## src/cmp_ctrl_pkg.sv

```systemverilog
// constants, field positions and modes of the dual comparator control block
package cmp_ctrl_pkg;

	// register indices; byte address is four times the index
	localparam logic [7:0] IDX_IRQ_CTRL  = 8'h0b;
	localparam logic [7:0] IDX_PER_FLAG  = 8'h0c;
	localparam logic [7:0] IDX_CMP_CTRL  = 8'h1f;
	localparam logic [7:0] IDX_DIR_A     = 8'h85;
	localparam logic [7:0] IDX_PER_EN    = 8'h8c;
	localparam logic [7:0] IDX_REF_CTRL  = 8'h9f;

	// reset values
	localparam logic [7:0] RST_IRQ_CTRL  = 8'h00;
	localparam logic [7:0] RST_CMP_CTRL  = 8'h00;
	localparam logic [4:0] RST_DIR_A     = 5'h1f;
	localparam logic [7:0] RST_REF_CTRL  = 8'h00;

	// field positions
	localparam int         POS_GLOBAL_EN = 7;
	localparam int         POS_PERIPH_EN = 6;
	localparam int         POS_CMP_FLAG  = 6;
	localparam int         POS_CMP_IE    = 6;
	localparam int         POS_IN_SWITCH = 3;
	localparam logic [7:0] REF_CTRL_MASK = 8'hef;

	// operating modes of the comparator pair
	typedef enum logic [2:0] {
		MODE_RESET    = 3'b000,
		MODE_ONE_REF  = 3'b001,
		MODE_INT_REF  = 3'b010,
		MODE_SHARED   = 3'b011,
		MODE_TWO_IND  = 3'b100,
		MODE_ONE_ONLY = 3'b101,
		MODE_PIN_OUT  = 3'b110,
		MODE_OFF      = 3'b111
	} cmp_mode_e;

endpackage : cmp_ctrl_pkg

```

## src/cmp_sync_if.sv

```systemverilog
// carrier between comparator control and its input synchroniser
`timescale 1ns/1ps
interface cmp_sync_if;
	logic [1:0] raw;
	logic [1:0] synced;

	modport sync_side (input raw, output synced);
	modport ctrl_side (output raw, input synced);
endinterface : cmp_sync_if

```

## src/cmp_ctrl.sv

```systemverilog
// digital control of the dual comparator: registers, pin muxing, change flag
//
// Summary of operation
// - result bit high when plus input exceeds minus
// - mode 010 puts internal reference on plus
// - mode 110 drives pins from raw results
// - direction bits still gate pin drivers
// - result bits readable, writes to them ignored
// - flag set when results differ from latched
// - flag cleared by writing zero, one sets it
// - request needs all three enables; flag regardless
// - any control register access latches results
// - mismatch keeps setting flag until access
// - change during control read still sets flag
// - comparators run in sleep and wake device
// - mode 111 switches both comparators off
// - wake from sleep leaves control unchanged
// - reset gives mode 000, pins 0 to 3 analog
// - comparators powered down throughout reset
// - port reads return zero on analog pins
// - mode field selects one of eight configurations
`timescale 1ns/1ps
module cmp_ctrl #(
	parameter int ADDR_W = 10
) (
	// clock and reset
	input  wire logic              clk_i,
	input  wire logic              reset_n_i,
	// apb slave
	input  wire logic              psel_i,
	input  wire logic              penable_i,
	input  wire logic              pwrite_i,
	input  wire logic [ADDR_W-1:0] paddr_i,
	input  wire logic [31:0]       pwdata_i,
	output logic      [31:0]       prdata_o,
	output logic                   pready_o,
	output logic                   pslverr_o,
	// analog comparator side
	input  wire logic [1:0]        cmp_result_i,
	output logic      [1:0]        cmp_power_o,
	output logic      [2:0]        cmp_mode_o,
	output logic                   input_switch_o,
	output logic                   int_ref_select_o,
	output logic      [7:0]        ref_control_o,
	// port a pins
	input  wire logic [4:0]        port_a_pins_i,
	input  wire logic [4:3]        port_a_latch_i,
	output logic      [4:0]        port_a_read_o,
	output logic                   port_a_pin3_o,
	output logic                   port_a_pin3_oe_o,
	output logic                   port_a_pin4_o,
	output logic                   port_a_pin4_oe_o,
	// interrupt and wake
	output logic                   irq_o,
	output logic                   wake_o
);

	// the register map needs the top index times four to fit
	if (ADDR_W < 10) begin : g_addr_w_check
		$error("cmp_ctrl: ADDR_W must be at least 10");
	end

	typedef struct packed {
		logic [2:0]  comparator_mode_field;
		logic        input_switch_select;
		logic [7:0]  irq_control_reg;
		logic        compare_change_flag;
		logic        compare_change_irq_enable;
		logic [4:0]  port_a_direction_reg;
		logic [7:0]  reference_control_reg;
		logic [1:0]  ref_latch;
		logic [1:0]  power;
		logic        int_ref;
		logic [31:0] prdata;
		logic        pready;
		logic        pslverr;
		logic [4:0]  port_read;
		logic [1:0]  pin_oe;
		logic        irq;
		logic        wake;
	} ctrl_state_s;

	ctrl_state_s state_reg;
	ctrl_state_s state_next;

	cmp_sync_if sync_bus ();

	cmp_sync u_sync (
		.clk_i     (clk_i),
		.reset_n_i (reset_n_i),
		.bus       (sync_bus.sync_side)
	);

	assign sync_bus.raw = cmp_result_i;

	// address hit on a register index, word aligned
	function automatic logic reg_hit(input logic [ADDR_W-1:0] addr, input logic [7:0] idx);
		reg_hit = (addr == ADDR_W'({idx, 2'b00}));
	endfunction : reg_hit

	// port a pins 0 to 3 that each mode keeps analog
	function automatic logic [3:0] analog_mask(input logic [2:0] mode);
		unique case (cmp_ctrl_pkg::cmp_mode_e'(mode))
			cmp_ctrl_pkg::MODE_OFF:     analog_mask = 4'h0;
			cmp_ctrl_pkg::MODE_PIN_OUT: analog_mask = 4'h7;
			cmp_ctrl_pkg::MODE_SHARED:  analog_mask = 4'h7;
			default:                    analog_mask = 4'hf;
		endcase
	endfunction : analog_mask

	// comparators that a mode keeps running
	function automatic logic [1:0] mode_power(input logic [2:0] mode);
		unique case (cmp_ctrl_pkg::cmp_mode_e'(mode))
			cmp_ctrl_pkg::MODE_RESET:    mode_power = 2'h0;
			cmp_ctrl_pkg::MODE_OFF:      mode_power = 2'h0;
			cmp_ctrl_pkg::MODE_ONE_ONLY: mode_power = 2'h2;
			default:                     mode_power = 2'h3;
		endcase
	endfunction : mode_power

	logic       hit_any;
	logic       access;
	logic       do_write;
	logic       cmp_touch;
	logic [1:0] cmp_now;
	logic       mismatch;
	logic [7:0] rd_byte;

	always_comb begin
		state_next = state_reg;
		hit_any    = reg_hit(paddr_i, cmp_ctrl_pkg::IDX_IRQ_CTRL)
		           | reg_hit(paddr_i, cmp_ctrl_pkg::IDX_PER_FLAG)
		           | reg_hit(paddr_i, cmp_ctrl_pkg::IDX_CMP_CTRL)
		           | reg_hit(paddr_i, cmp_ctrl_pkg::IDX_DIR_A)
		           | reg_hit(paddr_i, cmp_ctrl_pkg::IDX_PER_EN)
		           | reg_hit(paddr_i, cmp_ctrl_pkg::IDX_REF_CTRL);
		access     = psel_i & penable_i & state_reg.pready;
		do_write   = access & pwrite_i & hit_any;
		cmp_touch  = access & reg_hit(paddr_i, cmp_ctrl_pkg::IDX_CMP_CTRL);

		// synchronised results, zero while a comparator is powered down
		cmp_now  = sync_bus.synced & state_reg.power;
		mismatch = (cmp_now != state_reg.ref_latch);

		// read data, assembled in the setup cycle
		rd_byte = 8'h00;
		if (reg_hit(paddr_i, cmp_ctrl_pkg::IDX_IRQ_CTRL)) begin
			rd_byte = state_reg.irq_control_reg;
		end else if (reg_hit(paddr_i, cmp_ctrl_pkg::IDX_PER_FLAG)) begin
			rd_byte[cmp_ctrl_pkg::POS_CMP_FLAG] = state_reg.compare_change_flag;
		end else if (reg_hit(paddr_i, cmp_ctrl_pkg::IDX_CMP_CTRL)) begin
			rd_byte = {cmp_now[1], cmp_now[0], 2'b00,
				state_reg.input_switch_select, state_reg.comparator_mode_field};
		end else if (reg_hit(paddr_i, cmp_ctrl_pkg::IDX_DIR_A)) begin
			rd_byte = {3'b000, state_reg.port_a_direction_reg};
		end else if (reg_hit(paddr_i, cmp_ctrl_pkg::IDX_PER_EN)) begin
			rd_byte[cmp_ctrl_pkg::POS_CMP_IE] = state_reg.compare_change_irq_enable;
		end else if (reg_hit(paddr_i, cmp_ctrl_pkg::IDX_REF_CTRL)) begin
			rd_byte = state_reg.reference_control_reg;
		end

		// no wait state: pready and read data are registered in the setup cycle
		state_next.pready  = psel_i & ~penable_i;
		state_next.pslverr = psel_i & ~penable_i & ~hit_any;
		state_next.prdata  = (psel_i & ~penable_i & ~pwrite_i) ? {24'h000000, rd_byte} : 32'h0;

		// register writes take effect at the completing edge only
		if (do_write && reg_hit(paddr_i, cmp_ctrl_pkg::IDX_IRQ_CTRL)) begin
			state_next.irq_control_reg = pwdata_i[7:0];
		end
		if (do_write && reg_hit(paddr_i, cmp_ctrl_pkg::IDX_CMP_CTRL)) begin
			state_next.comparator_mode_field = pwdata_i[2:0];
			state_next.input_switch_select   = pwdata_i[cmp_ctrl_pkg::POS_IN_SWITCH];
		end
		if (do_write && reg_hit(paddr_i, cmp_ctrl_pkg::IDX_DIR_A)) begin
			state_next.port_a_direction_reg = pwdata_i[4:0];
		end
		if (do_write && reg_hit(paddr_i, cmp_ctrl_pkg::IDX_PER_EN)) begin
			state_next.compare_change_irq_enable = pwdata_i[cmp_ctrl_pkg::POS_CMP_IE];
		end
		if (do_write && reg_hit(paddr_i, cmp_ctrl_pkg::IDX_REF_CTRL)) begin
			state_next.reference_control_reg = pwdata_i[7:0] & cmp_ctrl_pkg::REF_CTRL_MASK;
		end

		// flag: software write first, hardware set wins over a clear
		if (do_write && reg_hit(paddr_i, cmp_ctrl_pkg::IDX_PER_FLAG)) begin
			state_next.compare_change_flag = pwdata_i[cmp_ctrl_pkg::POS_CMP_FLAG];
		end
		if (mismatch) begin
			state_next.compare_change_flag = 1'b1;
		end

		// any read or write of the control register ends the mismatch;
		// a result that changes in that very cycle is taken as the new
		// reference and still raises the flag
		if (cmp_touch) begin
			state_next.ref_latch = cmp_now;
		end

		// analog side follows the registered mode; sleep leaves it alone
		state_next.power   = mode_power(state_next.comparator_mode_field);
		state_next.int_ref = (state_next.comparator_mode_field ==
			cmp_ctrl_pkg::MODE_INT_REF);

		// pins: analog ones read as zero, drivers gated by direction
		state_next.port_read = port_a_pins_i &
			~{1'b0, analog_mask(state_next.comparator_mode_field)};
		state_next.pin_oe    = ~state_next.port_a_direction_reg[4:3];

		// request needs every enable; wake needs only the local one
		state_next.irq  = state_next.compare_change_flag
			& state_next.compare_change_irq_enable
			& state_next.irq_control_reg[cmp_ctrl_pkg::POS_PERIPH_EN]
			& state_next.irq_control_reg[cmp_ctrl_pkg::POS_GLOBAL_EN];
		state_next.wake = state_next.compare_change_flag
			& state_next.compare_change_irq_enable;
	end

	always_ff @(posedge clk_i or negedge reset_n_i) begin
		if (!reset_n_i) begin
			state_reg                       <= '0;
			state_reg.comparator_mode_field <= cmp_ctrl_pkg::RST_CMP_CTRL[2:0];
			state_reg.irq_control_reg       <= cmp_ctrl_pkg::RST_IRQ_CTRL;
			state_reg.port_a_direction_reg  <= cmp_ctrl_pkg::RST_DIR_A;
			state_reg.reference_control_reg <= cmp_ctrl_pkg::RST_REF_CTRL;
			state_reg.power                 <= 2'h0;
		end else begin
			state_reg <= state_next;
		end
	end

	assign prdata_o         = state_reg.prdata;
	assign pready_o         = state_reg.pready;
	assign pslverr_o        = state_reg.pslverr;
	assign cmp_power_o      = state_reg.power;
	assign cmp_mode_o       = state_reg.comparator_mode_field;
	assign input_switch_o   = state_reg.input_switch_select;
	assign int_ref_select_o = state_reg.int_ref;
	assign ref_control_o    = state_reg.reference_control_reg;
	assign port_a_read_o    = state_reg.port_read;
	assign port_a_pin3_oe_o = state_reg.pin_oe[0];
	assign port_a_pin4_oe_o = state_reg.pin_oe[1];
	assign irq_o            = state_reg.irq;
	assign wake_o           = state_reg.wake;

	// raw results reach the pins with no register: the pin must follow
	// the comparator itself, at the price of a glitch-prone output
	assign port_a_pin3_o = (state_reg.comparator_mode_field == cmp_ctrl_pkg::MODE_PIN_OUT)
		? cmp_result_i[0] : port_a_latch_i[3];
	assign port_a_pin4_o = (state_reg.comparator_mode_field == cmp_ctrl_pkg::MODE_PIN_OUT)
		? cmp_result_i[1] : port_a_latch_i[4];

endmodule : cmp_ctrl

```

## src/cmp_sync.sv

```systemverilog
// two-stage synchroniser for the asynchronous comparator results
`timescale 1ns/1ps
module cmp_sync (
	// clock and reset
	input  wire logic        clk_i,
	input  wire logic        reset_n_i,
	// raw in, synchronised out
	cmp_sync_if.sync_side    bus
);

	typedef struct packed {
		logic [1:0] stage1;
		logic [1:0] stage2;
	} sync_state_s;

	sync_state_s state_reg;
	sync_state_s state_next;

	// stage1 feeds stage2 only, to give metastability a full cycle
	always_comb begin
		state_next        = state_reg;
		state_next.stage1 = bus.raw;
		state_next.stage2 = state_reg.stage1;
	end

	always_ff @(posedge clk_i or negedge reset_n_i) begin
		if (!reset_n_i) begin
			state_reg <= '0;
		end else begin
			state_reg <= state_next;
		end
	end

	assign bus.synced = state_reg.stage2;

endmodule : cmp_sync

```

## config.mk

```make
export PLATFORM = sky130hd
export DESIGN_NAME = cmp_ctrl
export DESIGN_NICKNAME = d
export VERILOG_FILES = /design/src/cmp_ctrl_pkg.sv /design/src/cmp_sync_if.sv /design/src/cmp_ctrl.sv /design/src/cmp_sync.sv
export SDC_FILE = /design/constraint.sdc
export NUM_CORES = 1
export LEC_CHECK = 0
export ABC_AREA = 1
export BUFFER_PORTS_ARGS = -buffer_cell sky130_fd_sc_hd__buf_2
export CORE_ASPECT_RATIO = 0.7
export CORE_MARGIN = 2
export CORE_UTILIZATION = 50
export CTS_BUF_LIST = sky130_fd_sc_hd__clkbuf_4 sky130_fd_sc_hd__clkbuf_8
export CTS_CLUSTER_DIAMETER = 80
export DETAILED_ROUTE_END_ITERATION = 12
export PLACE_DENSITY_LB_ADDON = 0.05
export SYNTH_ARGS = -nofsm -noshare
export SYNTH_HDL_FRONTEND = slang
export SYNTH_HIERARCHICAL = 1
export SYNTH_SLANG_ARGS = --single-unit
```

## constraint.sdc

```tcl
create_clock -name clk_i -period 1.5 [get_ports clk_i]
set_input_delay 0.075 -clock clk_i [delete_from_list [all_inputs] [get_ports clk_i]]
set_output_delay 0.075 -clock clk_i [all_outputs]
set_load 0.01 [all_outputs]
```

==> results.cfg, run 1 <==
[synth]
ys_warn_count = 6
yosys-top-cells-count = nand2_1, buf_4, dfrtp_1
synth_seq_cells = 54
netlist_instances = 317
synth_area_leaders = dfrtp_1, buf_4, nand2_1
ys_seq_area_share_pct = 47.4
yosysTopAreaCell = dfrtp_1
yosys.cell_types.count = 29
avgSynthCellArea_um2 = 9.03
synth_area_um2 = 2860
synth_edf_count = 0
synth.most_common_cell = nand2_1
synth_top_cell_area_share_pct = 42.9
async_flop_share_pct = 100
synth-main-ff-cell = dfrtp_1

[power]
power_mw = 2.68
leakage_nw = 1.86
ir_drop_mv = 0.479
power.density_nw_per_um2 = 777

[setup_path]
r2r_end = irq_o$_DFF_PN0_
criticalPathCategory = register to register
cp-startpoint = pready_o$_DFF_PN0_
cp_max_fo = 5
worstSetupStartpointType = register
critical_path_arrival_ps = 1680
reg2reg_from = pready_o$_DFF_PN0_
rr_worst_depth = 9
required_ps = 1730
critPathCaptureType = register
r2r_slack_ps = 50
crit_end = irq_o$_DFF_PN0_

[cells_and_area]
area_delta_synth_final_pct = 20.3
drive_above_1_share_pct = 36.8
largest_reg_flops = 17
post-route-util_pct = 61.4
diodes = 0
fillers = 509
final_nets = 452

[place]
place_hpwl_mm = 4.31
io_buffers = 66
gp_congestion = 0.769

[routing]
drc_errors = 0
num_vias = 2144
avgRoutedWirePerCell_um = 12.5
avgViaCountPerCell = 4.54
ant_nets = 0
drt_first_pass_iters = 4
drt_wl_total_mm = 5.90
drt_iter0_drc = 110

[global_route]
antenna_found_initial = 0
grt_remaining_overflow = 0
grt_max_degree = 55
grt_pass1_vias = 1935
grt_pass1_wl_mm = 9.34
grt_use_total_pct = 19.3

[floorplanning]
dieWidth_um = 94.4
die-area_um2 = 6350
start_util_pct = 51.0
io_pins = 116
rows = 23
die_y_um = 67.3
core-area_um2 = 5610

[timing]
timing.hold.ws_ps = 8.79
hold_viol = 0
rsz0062_at_grt = yes
layout_min_cycle_time_ps = 1450
slew_viol_final = 0
fin_setup_tns_ps = 0
fin_skew_ps = 4.70
fmax_mhz = 691
setup_viol = 0
period_share_pct = 96.5

[clocking]
clk_pin_slew_worst_paths_ps = 90
clock_latency_ps = 300
cts_tree = built
ctsLongestPathBuffers = 2
numCtsBuffers = 5
clock-sinks = 54
root_buffer = clkbuf_8
cts-htree-levels = 2

[flow_run]
drv_cap = 0

[outcome]
status = complete, no violations

[hold_path]
hold_path_class = input port to register
## power breakdown
| group | switching (mW) | internal, mW |
|---|---|---|
| clock network | 0.449 | 0.536 |
| logic | 0.139 | 0.0843 |
| registers | 0.00379 | 1.46 |
## worst max-delay path, stage by stage (launching register included)
cell and delay (ps):
dfrtp_1 410, nand3_4 140, nor2_8 200, buf_12 130, nand2_8 60, nor2_8 120, nand2_1 60, o21ai_1 100
nand2_1 80, nor2_1 100
## logic make-up (layout without fill, tap and decap cells)
family | after synthesis | count (layout) | share of synthesized area (%)
and+or+nand+nor | 124 | 125 | 23.6
buffers and inverters | 94 | 149 | 19.1
DFF | 54 | 54 | 47.4
AOI/OAI and AO/OA | 38 | 38 | 7.56
muxes | 4 | 4 | 1.57
xor gates and xnor gates | 2 | 2 | 0.612
other | 1 | 25 | 0.131
## layout make-up
| class | count | area [um^2] | share of cell area, % |
|---|---|---|---|
| flip-flops and latches | 54 | 1360 | 39.4 |
| multi-input cells | 194 | 1090 | 31.7 |
| repair buffers | 100 | 633 | 18.4 |
| inverters | 41 | 154 | 4.47 |
| well taps | 75 | 93.8 | 2.73 |
| clock buffers | 7 | 83.8 | 2.43 |
| clock inverters | 1 | 30.0 | 0.872 |
## per-layer routing
layer	routed length, um	global-route usage, %
met5	0	0
met4	31	3.26
met3	296	3.68
met2	2550	28.1
met1	3020	30.2
## how the worst min path moves through the flow
| stage | start | end | slack (ps) | cells after the start |
|---|---|---|---|---|
| 4_1_cts | pwdata_i[4] | state_reg[60]$_DFF_PN1_ | 20 | 3 |
| 3_3_place_gp | reset_n_i | irq_o$_DFF_PN0_ | 90 | 2 |
| 3_5_place_dp | reset_n_i | state_reg[62]$_DFF_PN0_ | 90 | 2 |
| 6_report | pwdata_i[7] | state_reg[70]$_DFF_PN0_ | 9 | 3 |
| 2_1_floorplan | reset_n_i | cmp_mode_o[0]$_DFF_PN0_ | -220 | 0 |
| 5_1_grt | pwdata_i[7] | state_reg[70]$_DFF_PN0_ | 20 | 3 |
## through the flow
stage	instance area, um^2	instances	setup WS, ps
finish	3440	472	52.0
global route	3440	472	-61.8
CTS	3360	467	21.3
detailed placement	3150	450	-82.8
global placement	3150	450	-85.6
floorplan	2950	341	97.2
## timing repair
item                       in CTS  in global routing
hold endpoints to repair       58                  0
pin swaps                       0                  2
gates cloned                    0                  1
resized for setup               1                  8
setup endpoints to repair       2                 28
setup buffers                   0                  4
hold buffers                    9                  0
## cell usage in the layout, fill, tap and decap left out, types with 5 or more instances in the layout
cell type	netlist	final
buf_2	1	66
nand2_1	65	61
dfrtp_1	49	49
inv_1	34	33
conb_1	1	25
buf_4	51	23
nor2_1	19	19
o21ai_0	13	13
o21ai_1	11	10
dlygate4sd3_1	0	9
inv_2	7	8
nand4_1	8	8
a21oi_1	7	7
nor2_2	6	6
nand2_2	2	6
nand3_1	8	6
clkbuf_8	0	5
dfstp_2	5	5
No activity file was read; power rests on OpenSTA's default activity.
==> run 2: changes to the inputs <==
--- a/config.mk
+++ b/config.mk
@@ -5,7 +5,6 @@
 export SDC_FILE = /design/constraint.sdc
 export NUM_CORES = 1
 export LEC_CHECK = 0
-export ABC_AREA = 1
 export BUFFER_PORTS_ARGS = -buffer_cell sky130_fd_sc_hd__buf_2
 export CORE_ASPECT_RATIO = 0.7
 export CORE_MARGIN = 2
==> constraint.sdc (replaced) <==
create_clock -name clk_i -period 1.5 [get_ports clk_i]
set_input_delay 0 -clock clk_i [delete_from_list [all_inputs] [get_ports clk_i]]
set_output_delay 0 -clock clk_i [all_outputs]
set_load 0.01 [all_outputs]
==> run 2 against run 1 <==
Net effect: the run now ends with setup timing left; routed wire length is 18% higher; core utilization rose by 5.3 points; combinational power is 35% higher; die area rose by 1.7%; maximum frequency fell by 14%; worst setup slack got worse by 240 ps; global-route usage grew 3.8 points; sequential power about the same; sequential share of layout area shrank 3.5 points; critical path type unchanged.
==> results.cfg, run 2 <==
[synth]
synth_fa_ha_area_share_pct = 0
yosysTopAreaCell = dfrtp_1
synth.most_common_cell = buf_4
synth-main-ff-cell = dfrtp_1
synth_edf_count = 0
yosys.cell_types.count = 39
ys_seq_area_share_pct = 46.6
synth_top_cell_area_share_pct = 42.1
yosys-top-cells-count = buf_4, dfrtp_1, mux2_2
synth-simple-area-share_pct = 15.4
synth_compound_area_share_pct = 9.28
synth_area_um2 = 2910
synth_area_leaders = dfrtp_1, buf_4, mux2_2
netlist_instances = 286
muxShareOfSynthArea_pct = 11.3
synth_seq_cells = 54
async_flop_share_pct = 100
ys_warn_count = 6
avgSynthCellArea_um2 = 10.2
synth_top_family_by_area = buffers and inverters
synth_xor_area_share_pct = 0

[flow_run]
drv_cap = 0

[timing]
slew_viol_final = 0
fin_skew_ps = 5.34
layout_min_cycle_time_ps = 1690
timing.hold.ws_ps = 16.7
setup_viol = 34
hold_viol = 0
rsz0062_at_grt = yes
fin_ws_ps = -189
fin_setup_tns_ps = -3700
fmax_mhz = 592
period_share_pct = 113

[setup_path]
cp_max_fo = 12
worstSetupStartpointType = register
path_cells = nand4_1, or4_4, buf_12, mux2i_4, and2_1
cpLargestDelayFamily = simple AND/OR/NAND/NOR gates
cp_slowest_cell = or4_4
required_ps = 1700
critPathCaptureType = register
crit_buf_inv = 1
max_stage_delay_ps = 560
critical_path_arrival_ps = 1890
r2r_slack_ps = -190
criticalPathCategory = register to register

[place]
gp_congestion = 0.827
place_hpwl_mm = 5.08
io_buffers = 66

[routing]
ant_nets = 0
drt_iter0_drc = 123
avgViaCountPerCell = 5.14
avgRoutedWirePerCell_um = 15.5
drt_wl_total_mm = 6.98
drc_errors = 0
drt_first_pass_iters = 4
num_vias = 2318

[clocking]
ctsLongestPathBuffers = 2
root_buffer = clkbuf_8
clock_latency_ps = 310
numCtsBuffers = 5
clock-sinks = 54
cts_tree = built
clk_pin_slew_worst_paths_ps = 100
cts-htree-levels = 2

[cells_and_area]
diodes = 0
drive_above_1_share_pct = 44.1
post-route-util_pct = 66.7
fillers = 452
layout_common_cells = buf_2, dfrtp_1, buf_4
final_nets = 431
largest_reg_flops = 17
area_delta_synth_final_pct = 29.8
final_common_cell = buf_2

[power]
power_mw = 2.75
power.density_nw_per_um2 = 726
ir_drop_mv = 0.487
leakage_nw = 1.82

[outcome]
violations = setup timing
status = complete, but fails checks

[floorplanning]
start_util_pct = 51.4
die_y_um = 67.8
io_pins = 116
core-area_um2 = 5670
rows = 23
dieWidth_um = 95.2
die-area_um2 = 6460

[global_route]
grt_remaining_overflow = 0
grt_pass1_wl_mm = 11.0
grt_use_total_pct = 23.1
grt_max_degree = 29
antenna_found_initial = 0
grt_pass1_vias = 2124

[hold_path]
hold_path_class = input port to register
[run 2: cell types whose count changed after synthesis, moves of 5 or more]
cell / delta
o22ai_1: +6
o21ai_1: -11
clkbuf_1: +13
mux2_2: +18
or3_1: +5
a211oi_1: +5
inv_1: -18
inv_2: -7
nor2_1: -10
mux2i_1: +8
nand2_1: -50
nor4_1: +7
nor2_2: -6
[run 2: per-stage QoR]
step | worst slack [ps] | cell area (um^2) | instances
finish | -189 | 3780 | 451
global route | -213 | 3780 | 451
CTS | -171 | 3730 | 448
detailed placement | -423 | 3390 | 426
global placement | -406 | 3390 | 426
floorplan | -471 | 3120 | 310
[run 2: logic make-up after synthesis]
logic type / Yosys count
other: 1
AND/OR/NAND/NOR: 77
AO/OA/AOI/OAI: 42
multiplexers: 30
flip-flops: 54
buffers and inverters: 82
[run 2: area by class of cell]
type                       count  area, um^2  share of cell area (%)
multi-input combinational    174        1290                    34.2
clock buffer                   5        68.8                    1.82
sequential                    54        1360                    35.9
timing repair buffer         124         865                    22.9
inverter                      16        60.1                    1.59
tap                           75        93.8                    2.48
clock inverter                 3        40.0                    1.06
[run 2: where the power goes]
part           internal [mW]  switching, mW  total [mW]
Combinational          0.129          0.171       0.300
Clock                  0.492          0.482       0.974
Sequential              1.47        0.00532        1.47
Total                   2.09          0.658        2.75
[run 2: path summary, 6_finish.rpt]
path	start	end	cells after the start
min reg2reg	u_sync/state_next[1]$_DFF_PN0_	u_sync/bus.synced[1]$_DFF_PN0_	0
min in group asynchronous	reset_n_i	u_sync/bus.synced[1]$_DFF_PN0_	2
max	pready_o$_DFF_PN0_	port_a_read_o[1]$_DFF_PN0_	5
min	pwdata_i[0]	ref_control_o[0]$_DFFE_PN0P_	3
max in group asynchronous	reset_n_i	state_reg[60]$_DFF_PN1_	3
max reg2reg	pready_o$_DFF_PN0_	port_a_read_o[1]$_DFF_PN0_	5
[run 2: metal layers]
metal  vias up  routed length (um)  global-route usage (%)
li1       1104                   -                       -
met1      1125                3530                    35.2
met2        77                3060                    32.0
met3        12                 278                    5.62
met4         0                 108                    7.61
met5         -                   0                       0
[run 2: worst register-to-register path: stages, from the launching register on]
cell,delay [ps]
dfrtp_1,380
nand4_1,140
or4_4,560
buf_12,170
mux2i_4,190
and2_1,150
[run 2: what timing repair did]
action | CTS | global route
endpoints found under the hold margin | 67 | 1
pin swaps | 0 | 1
setup endpoints to repair | 36 | 39
gates resized for setup | 18 | 5
hold buffers | 14 | 1
buffers inserted | 0 | 2
==> run 3: changes to the inputs <==
--- a/config.mk
+++ b/config.mk
@@ -6,13 +6,16 @@
 export NUM_CORES = 1
 export LEC_CHECK = 0
 export BUFFER_PORTS_ARGS = -buffer_cell sky130_fd_sc_hd__buf_2
+export CELL_PAD_IN_SITES_DETAIL_PLACEMENT = 1
+export CELL_PAD_IN_SITES_GLOBAL_PLACEMENT = 2
 export CORE_ASPECT_RATIO = 0.7
 export CORE_MARGIN = 2
-export CORE_UTILIZATION = 50
+export CORE_UTILIZATION = 30
 export CTS_BUF_LIST = sky130_fd_sc_hd__clkbuf_4 sky130_fd_sc_hd__clkbuf_8
 export CTS_CLUSTER_DIAMETER = 80
 export DETAILED_ROUTE_END_ITERATION = 12
 export PLACE_DENSITY_LB_ADDON = 0.05
+export REMOVE_ABC_BUFFERS = 1
 export SYNTH_ARGS = -nofsm -noshare
 export SYNTH_HDL_FRONTEND = slang
 export SYNTH_HIERARCHICAL = 1
==> run 3 against run 2 <==
Net effect: the run still ends with setup timing left; sequential cell count is the same; largest power group unchanged; design area grew 4.6%; cell count grew 13%; sequential share of layout area shrank 1.5 points; routed wire length grew 21%; highest routed layer unchanged; clock power shrank 11%.
==> results.cfg, run 3 (synthesis gave the netlist of run 2 again) <==
[outcome]
status = complete, but fails checks
violations = setup timing

[cells_and_area]
final_cells = 510
final_nets = 437
layout_common_cells = buf_2, dfrtp_1, buf_4
final_common_cell = buf_2
diodes = 0
largest_reg_flops = 17
post-route-util_pct = 41.3
area_delta_synth_final_pct = 35.8
drive_above_1_share_pct = 49.2
fillers = 1119
multi_input_area_um2 = 1370
ff_latch_area_um2 = 1360

[routing]
ant_nets = 0
drc_errors = 0
num_vias = 2355
drt_iter0_drc = 115
avgRoutedWirePerCell_um = 16.5
drt_wl_total_mm = 8.41
drt_first_pass_iters = 5
avgViaCountPerCell = 4.62

[setup_path]
cpLargestDelayFamily = simple AND/OR/NAND/NOR gates
rr_worst_depth = 5
cp_slowest_cell = or4_4
criticalPathCategory = register to register
path_cells = nand4_1, or4_4, buf_12, mux2i_4, and2_1
critPathCaptureType = register
worstSetupStartpointType = register
crit_cells = 5
crit_buf_inv = 1
cp_max_fo = 12
max_stage_delay_ps = 540
critical_path_arrival_ps = 1910
required_ps = 1710

[power]
leakage_nw = 1.84
power.density_nw_per_um2 = 672
ir_drop_mv = 0.360
power_mw = 2.66

[clocking]
cts_tree = built
numCtsBuffers = 5
cts-htree-levels = 2
clock_latency_ps = 310
clk_pin_slew_worst_paths_ps = 100
root_buffer = clkbuf_8
ctsLongestPathBuffers = 2
clock-sinks = 54

[global_route]
grt_pass1_vias = 2383
grt_max_degree = 28
grt_remaining_overflow = 0
grt_pass1_wl_mm = 13.0
antenna_found_initial = 0
grt_use_total_pct = 16.2

[hold_path]
hold_path_class = input port to register
hold_depth = 2

[place]
place_hpwl_mm = 6.12
gp_congestion = 0.798
place_inst = 481
io_buffers = 66

[timing]
setup_viol = 34
period_share_pct = 113
slew_viol_final = 0
layout_min_cycle_time_ps = 1700
fin_ws_ps = -201
fin_skew_ps = 4.14
hold_viol = 0
rsz0062_at_grt = yes
fmax_mhz = 588
fin_setup_tns_ps = -4670

[floorplanning]
core-area_um2 = 9570
die-area_um2 = 10500
die_y_um = 86.4
rows = 30
start_util_pct = 30.4
io_pins = 116
dieWidth_um = 122

[flow_run]
drv_cap = 0
==> run 3: cell count changes in the layout (fill, tap and decap cells not counted), sizes merged <==
cell         delta
bufinv          -1
buf             +7
clkbuf          +2
dlygate4sd3     -1
clkinv          -2
clkinvlp        +1
==> run 3: final timing paths <==
check	start	to	slack (ps)
worst max-delay path	pready_o$_DFF_PN0_	port_a_read_o[2]$_DFF_PN0_	-200
worst max register to register	pready_o$_DFF_PN0_	port_a_read_o[2]$_DFF_PN0_	-200
max in group asynchronous	reset_n_i	cmp_mode_o[1]$_DFF_PN0_	790
worst min register to register	u_sync/state_next[0]$_DFF_PN0_	u_sync/bus.synced[0]$_DFF_PN0_	360
min in group asynchronous	reset_n_i	state_reg[64]$_DFFE_PN0N_	190
worst min-delay path	pwdata_i[6]	ref_control_o[6]$_DFFE_PN0P_	10
==> run 3: metrics by stage <==
stage	setup WS (ps)	hold WS (ps)	cell area (um^2)
final	-201	10.4	3960
after global routing	-256	8.34	3960
after CTS	-202	2.50	3790
after detailed placement	-555	-2.71	3380
after global placement	-527	-5.34	3380
after floorplan	-762	-296	2560
==> run 3: cell type report <==
class	count	share of cell area (%)
Multi-Input combinational cell	174	34.6
Sequential cell	54	34.4
Timing Repair Buffer	130	23.1
Tap cell	128	4.05
Clock buffer	7	2.12
Inverter	16	1.52
Clock inverter	1	0.190
==> run 3: timing repair <==
item | CTS | global route
pin swaps | 14 | 8
hold buffers | 13 | 1
setup endpoints to repair | 40 | 44
setup buffers | 3 | 6
resized for setup | 42 | 32
hold endpoints to repair | 38 | 1
==> run 3: per-layer routing <==
| layer | vias to the layer above | share of wire, % | GRT usage (%) |
|---|---|---|---|
| li1 | 1115 | - | - |
| met4 | 0 | 0.75 | 2.82 |
| met5 | - | 0 | 0 |
| met2 | 59 | 45 | 25.2 |
| met3 | 6 | 3.5 | 3.29 |
| met1 | 1175 | 51 | 23.6 |
==> run 3: power breakdown <==
group	switching, mW	total (mW)	internal, mW
combinational	0.188	0.322	0.134
sequential	0.00482	1.47	1.47
clock	0.497	0.865	0.369
